`config.mk`:
```
export PLATFORM = sky130hd
export DESIGN_NAME = mcid_regs
export DESIGN_NICKNAME = d
export VERILOG_FILES = /design/src/verilog/mcid_apb_ctrl.v /design/src/verilog/mcid_regs.v
export VERILOG_INCLUDE_DIRS = /design/src /design/src/verilog
export SDC_FILE = /design/constraint.sdc
export NUM_CORES = 1
export LEC_CHECK = 0
export BUFFER_PORTS_ARGS = -buffer_cell sky130_fd_sc_hd__buf_2
export CAP_MARGIN = 15
export CORE_AREA = 2 2 47 81
export CTS_BUF_LIST = sky130_fd_sc_hd__clkbuf_4 sky130_fd_sc_hd__clkbuf_8 sky130_fd_sc_hd__clkbuf_16
export CTS_CLUSTER_DIAMETER = 100
export DETAILED_ROUTE_END_ITERATION = 6
export DIE_AREA = 0 0 49 83
export GPL_ROUTABILITY_DRIVEN = 0
export PLACE_DENSITY_LB_ADDON = 0.3
export SYNTH_ARGS = -nofsm -noshare
export SYNTH_HDL_FRONTEND = slang
export SYNTH_HIERARCHICAL = 1
export SYNTH_SLANG_ARGS = --single-unit
```
`constraint.sdc`:
```
create_clock -name pclk -period 2.31 [get_ports pclk]
set_input_delay 0.1155 -clock pclk [delete_from_list [all_inputs] [get_ports pclk]]
set_output_delay 0.1155 -clock pclk [all_outputs]
set_load 0.01 [all_outputs]
```
`src/verilog/mcid_consts.vh`:
```
// Offsets, field positions, codes and reset values of the capability identification words
`ifndef MCID_CONSTS_VH
`define MCID_CONSTS_VH

// Byte offsets within the register window
`define MCID_ADDR_W 12
`define MCID_OFS_WORD0 12'h000
`define MCID_OFS_WORD1 12'h004

// First word field positions
`define MCID_W0_MATCH 27
`define MCID_W0_XOPS 26
`define MCID_W0_TFS 24
`define MCID_W0_IRQ 16
`define MCID_W0_EXG 15
`define MCID_W0_COHW 14
`define MCID_W0_BCAST 13
`define MCID_W0_SIDW 9
`define MCID_W0_EXID 8
`define MCID_W0_GRP 0

// Second word field positions
`define MCID_W1_PGSZ 31
`define MCID_W1_PNDX 28
`define MCID_W1_HWUP 24
`define MCID_W1_S2CB 16
`define MCID_W1_CONFL 15
`define MCID_W1_STP 12
`define MCID_W1_SSDW 8
`define MCID_W1_NCB 0

// Field codes and limits
`define MCID_CNT_MAX 8'h80
`define MCID_TFS_NONE 2'h2
`define MCID_TFS_RSVD 2'h3
`define MCID_HWUP_NONE 2'h0
`define MCID_HWUP_RSVD 2'h2
`define MCID_SIDW_EXT 4'hF
`define MCID_SSDT_FULL 2'h3
`define MCID_SSDW_FULL 4'hF

// Reset values
`define MCID_RDATA_RST 32'h00000000
`define MCID_WORD_RST 32'h00000000
`define MCID_CNT_RST 8'h00

`endif

```
`src/verilog/mcid_apb_ctrl.v`:
```
// APB transfer tracking, address decode and response for the identification words
`include "mcid_consts.vh"

module mcid_apb_ctrl (
   // Clock, reset, enable
   input wire pclk,
   input wire presetn,
   input wire clk_en,
   // APB request
   input wire psel,
   input wire penable,
   input wire pwrite,
   input wire [11:0] paddr,
   // Decode to the register bank
   output wire take,
   output wire sel_word0,
   output wire sel_word1,
   output reg err_flag,
   // APB handshake
   output wire pready
);

   localparam ST_IDLE = 2'b01;
   localparam ST_ACCESS = 2'b10;

   reg [1:0] state;
   reg [1:0] next_state;

   assign sel_word0 = (paddr == `MCID_OFS_WORD0);
   assign sel_word1 = (paddr == `MCID_OFS_WORD1);
   // Setup phase seen while idle; the bank captures its answer on this edge
   assign take = clk_en & psel & ~penable & state[0];
   // Zero wait states; a frozen clock enable stretches the access phase
   assign pready = clk_en & psel & penable & state[1];

   always @* begin
      next_state = state;
      case (state)
         ST_IDLE: begin
            if (take) begin
               next_state = ST_ACCESS;
            end
         end
         ST_ACCESS: begin
            if (pready) begin
               next_state = ST_IDLE;
            end
         end
         default: begin
            next_state = ST_IDLE;
         end
      endcase
   end

   always @(posedge pclk or negedge presetn) begin
      if (!presetn) begin
         state <= ST_IDLE;
         err_flag <= 1'b0;
      end else if (clk_en) begin
         state <= next_state;
         if (take) begin
            // Writes to the words are dropped quietly; only unmapped addresses fail
            err_flag <= ~(sel_word0 | sel_word1);
         end
      end
   end

endmodule

```
`src/verilog/mcid_regs.v`:
```
// Capability identification words: build-time capabilities, security views, APB read port
//
// The register offsets and the APB interface to the registers are this design's own decisions.
`include "mcid_consts.vh"

// Behaviour
// - Stream match support bit set means matching present, indexing absent.
// - Translation-operations-absent bit reads zero unless first stage is supported.
// - Two-bit table format field; reserved code 11 is never reported.
// - Context interrupt count field; non-secure readers see the configured count.
// - With extended matching built, group bit: secure 1, non-secure inverse disable.
// - Coherent walk bit reports coherent table walk support.
// - Broadcast maintenance bit reports broadcast cache maintenance support.
// - Stream identifier width field 0-15, reads 15 when extended identifiers exist.
// - Extended identifier bit set means 16-bit identifiers and width field 15.
// - Map group count 0-128; non-secure readers see the configured group count.
// - With extended matching built, secure group count reads 128.
// - Page size bit: 0 means 4KB pages, 1 means 64KB pages.
// - Three-bit page index width n; each space spans 2^(n+1) pages.
// - Hardware flag update field; reserved code 10 is never reported.
// - Stage-two-only bank count 0-128, meaningful only with second stage.
// - Conflict detection bit set only when detection is guaranteed.
// - Security table presence field reads zero for non-secure readers.
// - Security table index width forced to 1111 when presence is 11; non-secure zero.
// - Total bank count 0-128 includes stage-two-only banks; difference gives stage one.
// - Non-secure readers see the configured bank count in the total field.
// - Both words are 32-bit read-only; secure contents fixed by the build, non-secure interrupt, group and total bank counts taken from the configuration inputs.
module mcid_regs #(
   parameter [0:0] TWO_SEC_STATES = 1'b1,
   parameter [0:0] EXT_MATCH_BUILT = 1'b0,
   parameter [0:0] STREAM_MATCH = 1'b1,
   parameter [0:0] FIRST_STAGE = 1'b1,
   parameter [0:0] SECOND_STAGE = 1'b1,
   parameter [0:0] XLATE_OPS_ABSENT = 1'b0,
   parameter [1:0] TABLE_FORMAT = 2'h0,
   parameter [7:0] CTX_IRQ_COUNT = 8'h08,
   parameter [0:0] COHERENT_WALK = 1'b1,
   parameter [0:0] BROADCAST_MAINT = 1'b0,
   parameter [3:0] STREAM_ID_WIDTH = 4'h8,
   parameter [0:0] EXT_STREAM_ID = 1'b0,
   parameter [7:0] MAP_GROUPS = 8'h20,
   parameter [0:0] REG_PAGE_64K = 1'b0,
   parameter [2:0] PAGE_INDEX_WIDTH = 3'h3,
   parameter [1:0] HW_FLAG_UPDATE = 2'h0,
   parameter [7:0] STAGE2_ONLY_BANKS = 8'h04,
   parameter [0:0] CONFLICT_DETECT = 1'b0,
   parameter [1:0] SEC_TABLE_PRESENT = 2'h1,
   parameter [3:0] SEC_TABLE_INDEX_WIDTH = 4'h6,
   parameter [7:0] TOTAL_BANKS = 8'h10
) (
   // Clock, reset, enable
   input wire pclk,
   input wire presetn,
   input wire clk_en,
   // APB slave
   input wire psel,
   input wire penable,
   input wire pwrite,
   input wire [11:0] paddr,
   input wire [31:0] pwdata,
   input wire [2:0] pprot,
   output reg [31:0] prdata,
   output wire pready,
   output wire pslverr,
   // Non-secure view settings from the secure configuration words
   input wire [7:0] nonsec_irq_count_cfg,
   input wire [7:0] nonsec_group_count_cfg,
   input wire [7:0] nonsec_bank_count_cfg,
   input wire nonsec_ext_group_disable,
   // Derived capability for the translation logic
   output reg [7:0] stage1_bank_count,
   output reg ext_group_nonsec_visible
);

   // Field placement helpers
   function [31:0] place8;
      input [7:0] v;
      input integer pos;
      begin
         place8 = {24'h000000, v} << pos;
      end
   endfunction

   function [31:0] place4;
      input [3:0] v;
      input integer pos;
      begin
         place4 = {28'h0000000, v} << pos;
      end
   endfunction

   function [31:0] place2;
      input [1:0] v;
      input integer pos;
      begin
         place2 = {30'h00000000, v} << pos;
      end
   endfunction

   function [31:0] place1;
      input v;
      input integer pos;
      begin
         place1 = {31'h00000000, v} << pos;
      end
   endfunction

   // Counts above the architectural range are held at the top of the range
   function [7:0] clamp_count;
      input [7:0] v;
      begin
         if (v > `MCID_CNT_MAX) begin
            clamp_count = `MCID_CNT_MAX;
         end else begin
            clamp_count = v;
         end
      end
   endfunction

   // Capability fields after consistency fixes
   wire cap_stream_match;
   wire cap_xlate_absent;
   wire [1:0] cap_table_format;
   wire [7:0] cap_irq_count;
   wire cap_coherent_walk;
   wire cap_broadcast_maint;
   wire [3:0] cap_sid_width;
   wire cap_ext_sid;
   wire [7:0] cap_groups;
   wire cap_page_64k;
   wire [2:0] cap_page_index;
   wire [1:0] cap_hw_update;
   wire [7:0] cap_s2_banks;
   wire cap_conflict;
   wire [1:0] cap_sec_table;
   wire [3:0] cap_sec_index;
   wire [7:0] cap_total_banks;

   assign cap_stream_match = STREAM_MATCH;
   assign cap_xlate_absent = XLATE_OPS_ABSENT & FIRST_STAGE;
   // A reserved format code is reported as no table format at all
   assign cap_table_format = (TABLE_FORMAT == `MCID_TFS_RSVD) ?
                             `MCID_TFS_NONE : TABLE_FORMAT;
   assign cap_irq_count = CTX_IRQ_COUNT;
   assign cap_coherent_walk = COHERENT_WALK;
   assign cap_broadcast_maint = BROADCAST_MAINT;
   assign cap_ext_sid = EXT_STREAM_ID;
   assign cap_sid_width = EXT_STREAM_ID ? `MCID_SIDW_EXT : STREAM_ID_WIDTH;
   // Secure count is fixed once extended matching is built
   assign cap_groups = EXT_MATCH_BUILT ? `MCID_CNT_MAX : clamp_count(MAP_GROUPS);
   assign cap_page_64k = REG_PAGE_64K;
   assign cap_page_index = PAGE_INDEX_WIDTH;
   assign cap_hw_update = (HW_FLAG_UPDATE == `MCID_HWUP_RSVD) ?
                          `MCID_HWUP_NONE : HW_FLAG_UPDATE;
   // Without a second stage the stage-two-only count carries no meaning; zero it
   assign cap_s2_banks = SECOND_STAGE ? clamp_count(STAGE2_ONLY_BANKS) : `MCID_CNT_RST;
   assign cap_conflict = CONFLICT_DETECT;
   assign cap_sec_table = SEC_TABLE_PRESENT;
   assign cap_sec_index = (SEC_TABLE_PRESENT == `MCID_SSDT_FULL) ?
                          `MCID_SSDW_FULL : SEC_TABLE_INDEX_WIDTH;
   assign cap_total_banks = clamp_count(TOTAL_BANKS);

   // Secure view of both words
   wire [31:0] sec_word0;
   wire [31:0] sec_word1;

   assign sec_word0 = place1(cap_stream_match, `MCID_W0_MATCH) |
                      place1(cap_xlate_absent, `MCID_W0_XOPS) |
                      place2(cap_table_format, `MCID_W0_TFS) |
                      place8(cap_irq_count, `MCID_W0_IRQ) |
                      place1(EXT_MATCH_BUILT, `MCID_W0_EXG) |
                      place1(cap_coherent_walk, `MCID_W0_COHW) |
                      place1(cap_broadcast_maint, `MCID_W0_BCAST) |
                      place4(cap_sid_width, `MCID_W0_SIDW) |
                      place1(cap_ext_sid, `MCID_W0_EXID) |
                      place8(cap_groups, `MCID_W0_GRP);

   assign sec_word1 = place1(cap_page_64k, `MCID_W1_PGSZ) |
                      place4({1'b0, cap_page_index}, `MCID_W1_PNDX) |
                      place2(cap_hw_update, `MCID_W1_HWUP) |
                      place8(cap_s2_banks, `MCID_W1_S2CB) |
                      place1(cap_conflict, `MCID_W1_CONFL) |
                      place2(cap_sec_table, `MCID_W1_STP) |
                      place4(cap_sec_index, `MCID_W1_SSDW) |
                      place8(cap_total_banks, `MCID_W1_NCB);

   // Non-secure view: interrupt, group and total bank counts come from the secure configuration settings
   wire ns_ext_group;
   wire [31:0] ns_word0;
   wire [31:0] ns_word1;

   assign ns_ext_group = EXT_MATCH_BUILT & ~nonsec_ext_group_disable;

   assign ns_word0 = place1(cap_stream_match, `MCID_W0_MATCH) |
                     place1(cap_xlate_absent, `MCID_W0_XOPS) |
                     place2(cap_table_format, `MCID_W0_TFS) |
                     place8(nonsec_irq_count_cfg, `MCID_W0_IRQ) |
                     place1(ns_ext_group, `MCID_W0_EXG) |
                     place1(cap_coherent_walk, `MCID_W0_COHW) |
                     place1(cap_broadcast_maint, `MCID_W0_BCAST) |
                     place4(cap_sid_width, `MCID_W0_SIDW) |
                     place1(cap_ext_sid, `MCID_W0_EXID) |
                     place8(nonsec_group_count_cfg, `MCID_W0_GRP);

   // Security table fields are left at zero for non-secure readers
   assign ns_word1 = place1(cap_page_64k, `MCID_W1_PGSZ) |
                     place4({1'b0, cap_page_index}, `MCID_W1_PNDX) |
                     place2(cap_hw_update, `MCID_W1_HWUP) |
                     place8(cap_s2_banks, `MCID_W1_S2CB) |
                     place1(cap_conflict, `MCID_W1_CONFL) |
                     place8(nonsec_bank_count_cfg, `MCID_W1_NCB);

   // APB side
   wire take;
   wire sel_word0;
   wire sel_word1;
   wire err_flag;
   wire reader_ns;
   reg [31:0] next_prdata;

   mcid_apb_ctrl u_ctrl (
      .pclk(pclk),
      .presetn(presetn),
      .clk_en(clk_en),
      .psel(psel),
      .penable(penable),
      .pwrite(pwrite),
      .paddr(paddr),
      .take(take),
      .sel_word0(sel_word0),
      .sel_word1(sel_word1),
      .err_flag(err_flag),
      .pready(pready)
   );

   // A single-state build has only the secure view
   assign reader_ns = TWO_SEC_STATES & pprot[1];
   assign pslverr = pready & err_flag;

   // Read data is chosen in the setup phase so the access phase needs no wait state
   always @* begin
      next_prdata = `MCID_RDATA_RST;
      if (!pwrite) begin
         if (sel_word0) begin
            next_prdata = reader_ns ? ns_word0 : sec_word0;
         end else if (sel_word1) begin
            next_prdata = reader_ns ? ns_word1 : sec_word1;
         end
      end
   end

   always @(posedge pclk or negedge presetn) begin
      if (!presetn) begin
         prdata <= `MCID_RDATA_RST;
      end else if (clk_en & take) begin
         // Write data is never stored: the words have no storage behind them
         prdata <= next_prdata;
      end
   end

   // Stage-one-capable banks for the translation logic, secure view
   wire [7:0] s1_count;

   assign s1_count = (cap_total_banks > cap_s2_banks) ?
                     (cap_total_banks - cap_s2_banks) : `MCID_CNT_RST;

   always @(posedge pclk or negedge presetn) begin
      if (!presetn) begin
         stage1_bank_count <= `MCID_CNT_RST;
         ext_group_nonsec_visible <= 1'b0;
      end else if (clk_en) begin
         stage1_bank_count <= FIRST_STAGE ? s1_count : `MCID_CNT_RST;
         ext_group_nonsec_visible <= ns_ext_group;
      end
   end

endmodule

```
* After elaboration in Yosys (flattened, before gate mapping)
Cells that the tools add are included.
** Storage, ports and cells
- Bits in registers :: 36
- Input bits :: 78
** Cells by class
- Mux-type cells :: 8
- Reductions and logical operators :: 3
- Equality and inequality tests :: 5
- Bitwise gates (word level) :: 11
** Operators by type and width (count)
- $mux 32 :: 3
- $mux 28 :: 1
- $or 28x8->28 :: 1
- $mux 13 :: 1
- $eq 12x3->1 const B :: 1
- $logic_not 12->1 :: 1
- $and 1x1->1 :: 7
- $mux 2 :: 2
- $ne 2x2->1 const B :: 2
- $pmux 2 s2 :: 1
- $reduce_and 3->1 :: 1
- $eq 2x1->1 const B :: 1
- $eq 2x2->1 const B :: 1
- $not 1->1 :: 2
- $reduce_and 2->1 :: 1
- $or 1x1->1 :: 1

* Logic depth before layout (Yosys ltp)
- Depth in word-level cells :: 5
- Mapped depth :: 7

* By module
Netlist, hierarchy kept.
** By module, submodules not included
- mcid_regs :: cells an instance 102, seq. area each 525.5 µm², area each 1056.0 µm², instances 1
- mcid_apb_ctrl :: cells an instance 21, seq. area each 76.3 µm², area each 180.2 µm², instances 1

* Worst setup path after synthesis
No wires, ideal clock.
- Path type :: register to register
- Start :: register u_ctrl.state[0]
- End :: register prdata[0]
- Slack :: 792 ps
- Stages on the path, launching flop included :: 7
- Buffers on the path :: 1
- Arrival :: 1442 ps
- Required time :: 2234 ps
- Clock period less this slack :: 1518 ps
- Path through :: dfstp_2 -> nand4b_1 -> inv_1 -> nand2_2 -> buf_6 -> or3_4 -> o21ai_1
** Between the ends
- Word-level cells in the longest chain between the ends :: 2
** RTL lines
- start, declared :: line mcid_apb_ctrl.v:26 : reg [1:0] state;
- start signal, assigned :: line mcid_apb_ctrl.v:60 : state <= next_state;
- $and 1x1->1 :: line mcid_apb_ctrl.v:32 : assign take = clk_en & psel & ~penable & state[0];
- named net take :: line mcid_regs.v:214 : wire take;
- $and 1x1->1 :: line mcid_regs.v:255 : end else if (clk_en & take) begin
- end signal, assigned :: line mcid_regs.v:254 : prdata <= `MCID_RDATA_RST;
- end signal, assigned :: line mcid_regs.v:257 : prdata <= next_prdata;
- end, declared :: line mcid_regs.v:62 : output reg [31:0] prdata,
The timed path passes the listed nets, and every way through them passes these cells.
A chain may end at the register's enable or synchronous reset.

* Worst setup path after layout
- Start :: register u_ctrl.state[0]
- End :: register prdata[1]
The elaborated chain is that of the path after synthesis.

==> out/results.ini <==
[floorplan]
die_height_um=83
ios=121
initial_utilization=0.364
row_count=28
die-area_um2=4070
fp.dieW_um=49
design.core.area_um2=3400

[placed_design]
dp_hpwl_mm=2.46
port_buffers=69

[power]
p_leak_uw=0.000869
p_per_area_nw_per_um2=499
p_seq_frac=0.541
p_clk_frac=0.355
pwr-share-comb=0.103
internal_power_uw=612
p_sw_frac=0.230
ir_drop_mv=0.270
p_switching_uw=183

[setup_path]
slowest_delay_ns=0.55
cpMaxStageDelayCell=dfstp_2
crit_chain=nand4b_1, inv_1, nand2_2, or3_4, o21ai_1
endpoint_kind=flip-flop
path_buf_inv=1
worst-setup-path-type=reg -> reg
crit_path_start_kind=flip-flop
cp_top_family=simple AND/OR/NAND/NOR gates
rrSetupSlack_ns=0.50
crit_fanout=23
rr_endpoint=prdata[1]$_DFFE_PN0P_
critPathArrivalTime_ns=2.00
rr_startpoint=u_ctrl/state[0]$_DFFE_PN1P_
worstPathRequired_ns=2.50
worstRegToRegCells=5

[synthesis]
synth_top_area_cell=dfrtp_1
synth.distinct_cells=37
ys_ff_latch=24
avgSynthCellArea_um2=10.1
synth.most_common_cell=dfrtp_1
yosysWarnings=6
synthArstFlopShare=1.00
ys_top_cells_by_area=dfrtp_1 47%, buf_4 12%, nand2_1 4.3%, a22o_1 4.3%, a22oi_1 3.6%
synth-seq-area-share=0.487
ys_top_cells_by_count=23 x dfrtp_1, 20 x buf_4, 14 x nand2_1
synth_flop_cell=dfrtp_1
synthesis.instances=123
synthesis.area_um2=1240
synth_top_area_frac=0.466
synth_edf_count=0

[sta]
worst_pin_slew_ns=0.542
relSlewSlack=0.639
clock.fmax_ghz=0.551
fin_hold_ws_ns=0.0629
finalSetupViolations=0
maxSlewViolCount=0
period_share=0.785
rsz0062_at_grt=false
setup_tns_ns=0
period_needed_ns=1.81
fin_skew_ns=0.000849
finalHoldViolCount=0

[clocking]
htree_levels=1
cts_hold_buffers=1
ctsLongestPathBuffers=2
cts_setup_buffers=0
root_buffer=clkbuf_8
clk_latency_ns=0.26
cts_tree=built
cts_resized=0
cts_sinks=24
clk_pin_slew_ns=0.08
cts_made_buffers=3

[min_path]
whs_path_depth=2
hold_path_end=prdata[21]$_DFFE_PN0P_
min_from=nonsec_irq_count_cfg[5]
hp-class=in -> reg

[routing]
viasPerCell=4.70
drtIter0Drc=14
wl_mm=3.02
route.detailed.drc=0
vias=1100
firstDrtPassIters=4
drt-wirelength-per-cell_um=12.9
antenna_left=0

[global_routing]
grt_pass1_vias=1106
grt_usage=0.151
overflow=0
antenna_found_initial=0
grt_pass1_wl_mm=4.95
grt_max_degree=25

[job]
max-cap-violations=0

[layout]
drive_above_1_share=0.429
area_growth_pct=29.0
fin_nets=268
diodes=0

[status]
status=finished, final reports clean

-- layout make-up --
type	count	area, um2
Sequential cell	24	602
Tap cell	45	56.3
Multi-Input combinational cell	86	500
Inverter	3	11.3
Clock buffer	4	55.1
Fill cell	354	1800
Timing Repair Buffer	72	370
-- cells by family after synthesis --
group / after synthesis / synth area share
flops: 24 / 0.487
compound gates: 35 / 0.197
buf+inv: 28 / 0.154
simple gates: 35 / 0.159
other cells: 1 / 0.00303
-- per-layer routing --
metal  global-route usage  part of all wire  routed length, um
met1                0.162              0.37               1100
met2                0.293              0.56               1700
met3               0.0162             0.060                181
met4               0.0545             0.011                 34
met5                    0                 0                  0
-- power by group through the flow --
| stage | clock [uW] | combinational (uW) | sequential, uW |
|---|---|---|---|
| finish | 283 | 82.2 | 431 |
| global route | 314 | 91.9 | 432 |
| CTS | 296 | 82.8 | 431 |
| detailed placement | 0 | 81.4 | 439 |
| global placement | 0 | 78.1 | 438 |
| floorplan | 0 | 49.7 | 438 |
-- how the worst max path moves through the flow --
stage	start	to	slack, ns	cells past startpoint
3_3_place_gp	u_ctrl/state[0]$_DFFE_PN1P_	prdata[0]$_DFFE_PN0P_	0.57	5
5_1_grt	u_ctrl/state[0]$_DFFE_PN1P_	prdata[1]$_DFFE_PN0P_	0.35	5
4_1_cts	u_ctrl/state[0]$_DFFE_PN1P_	prdata[1]$_DFFE_PN0P_	0.46	5
6_report	u_ctrl/state[0]$_DFFE_PN1P_	prdata[1]$_DFFE_PN0P_	0.50	5
3_5_place_dp	u_ctrl/state[0]$_DFFE_PN1P_	prdata[1]$_DFFE_PN0P_	0.48	5
2_1_floorplan	u_ctrl/state[0]$_DFFE_PN1P_	prdata[0]$_DFFE_PN0P_	0.79	6
-- stage by stage --
step | power [uW] | utilization | instances | setup slack [ns] | instance area [um2]
after floorplan | 487 | - | 138 | 0.792 | 1290
after global placement | 516 | 0.450 | 229 | 0.568 | 1530
after detailed placement | 520 | 0.450 | 229 | 0.479 | 1530
after CTS | 810 | 0.469 | 234 | 0.462 | 1600
after global routing | 838 | 0.469 | 234 | 0.346 | 1600
final | 796 | 0.469 | 234 | 0.496 | 1600
-- cells in the final DEF, fill, tap and decap left out, types with 3 or more instances in the layout --
| master | count |
|---|---|
| o21ai_0 | 3 |
| a21oi_1 | 4 |
| nand2_1 | 14 |
| o31ai_1 | 3 |
| clkbuf_8 | 4 |
| a22oi_1 | 6 |
| nor2_1 | 3 |
| dfrtp_1 | 23 |
| o21ai_1 | 6 |
| buf_2 | 69 |
| a22o_1 | 6 |
| conb_1 | 16 |
-- state kept, by name, indices dropped and copies added, names as in the netlist --
signal and flops:
prdata 20, stage1_bank_count 1, u_ctrl/state 2, u_ctrl/err_flag 1
Note: power is estimated with default switching activity, not from simulation.
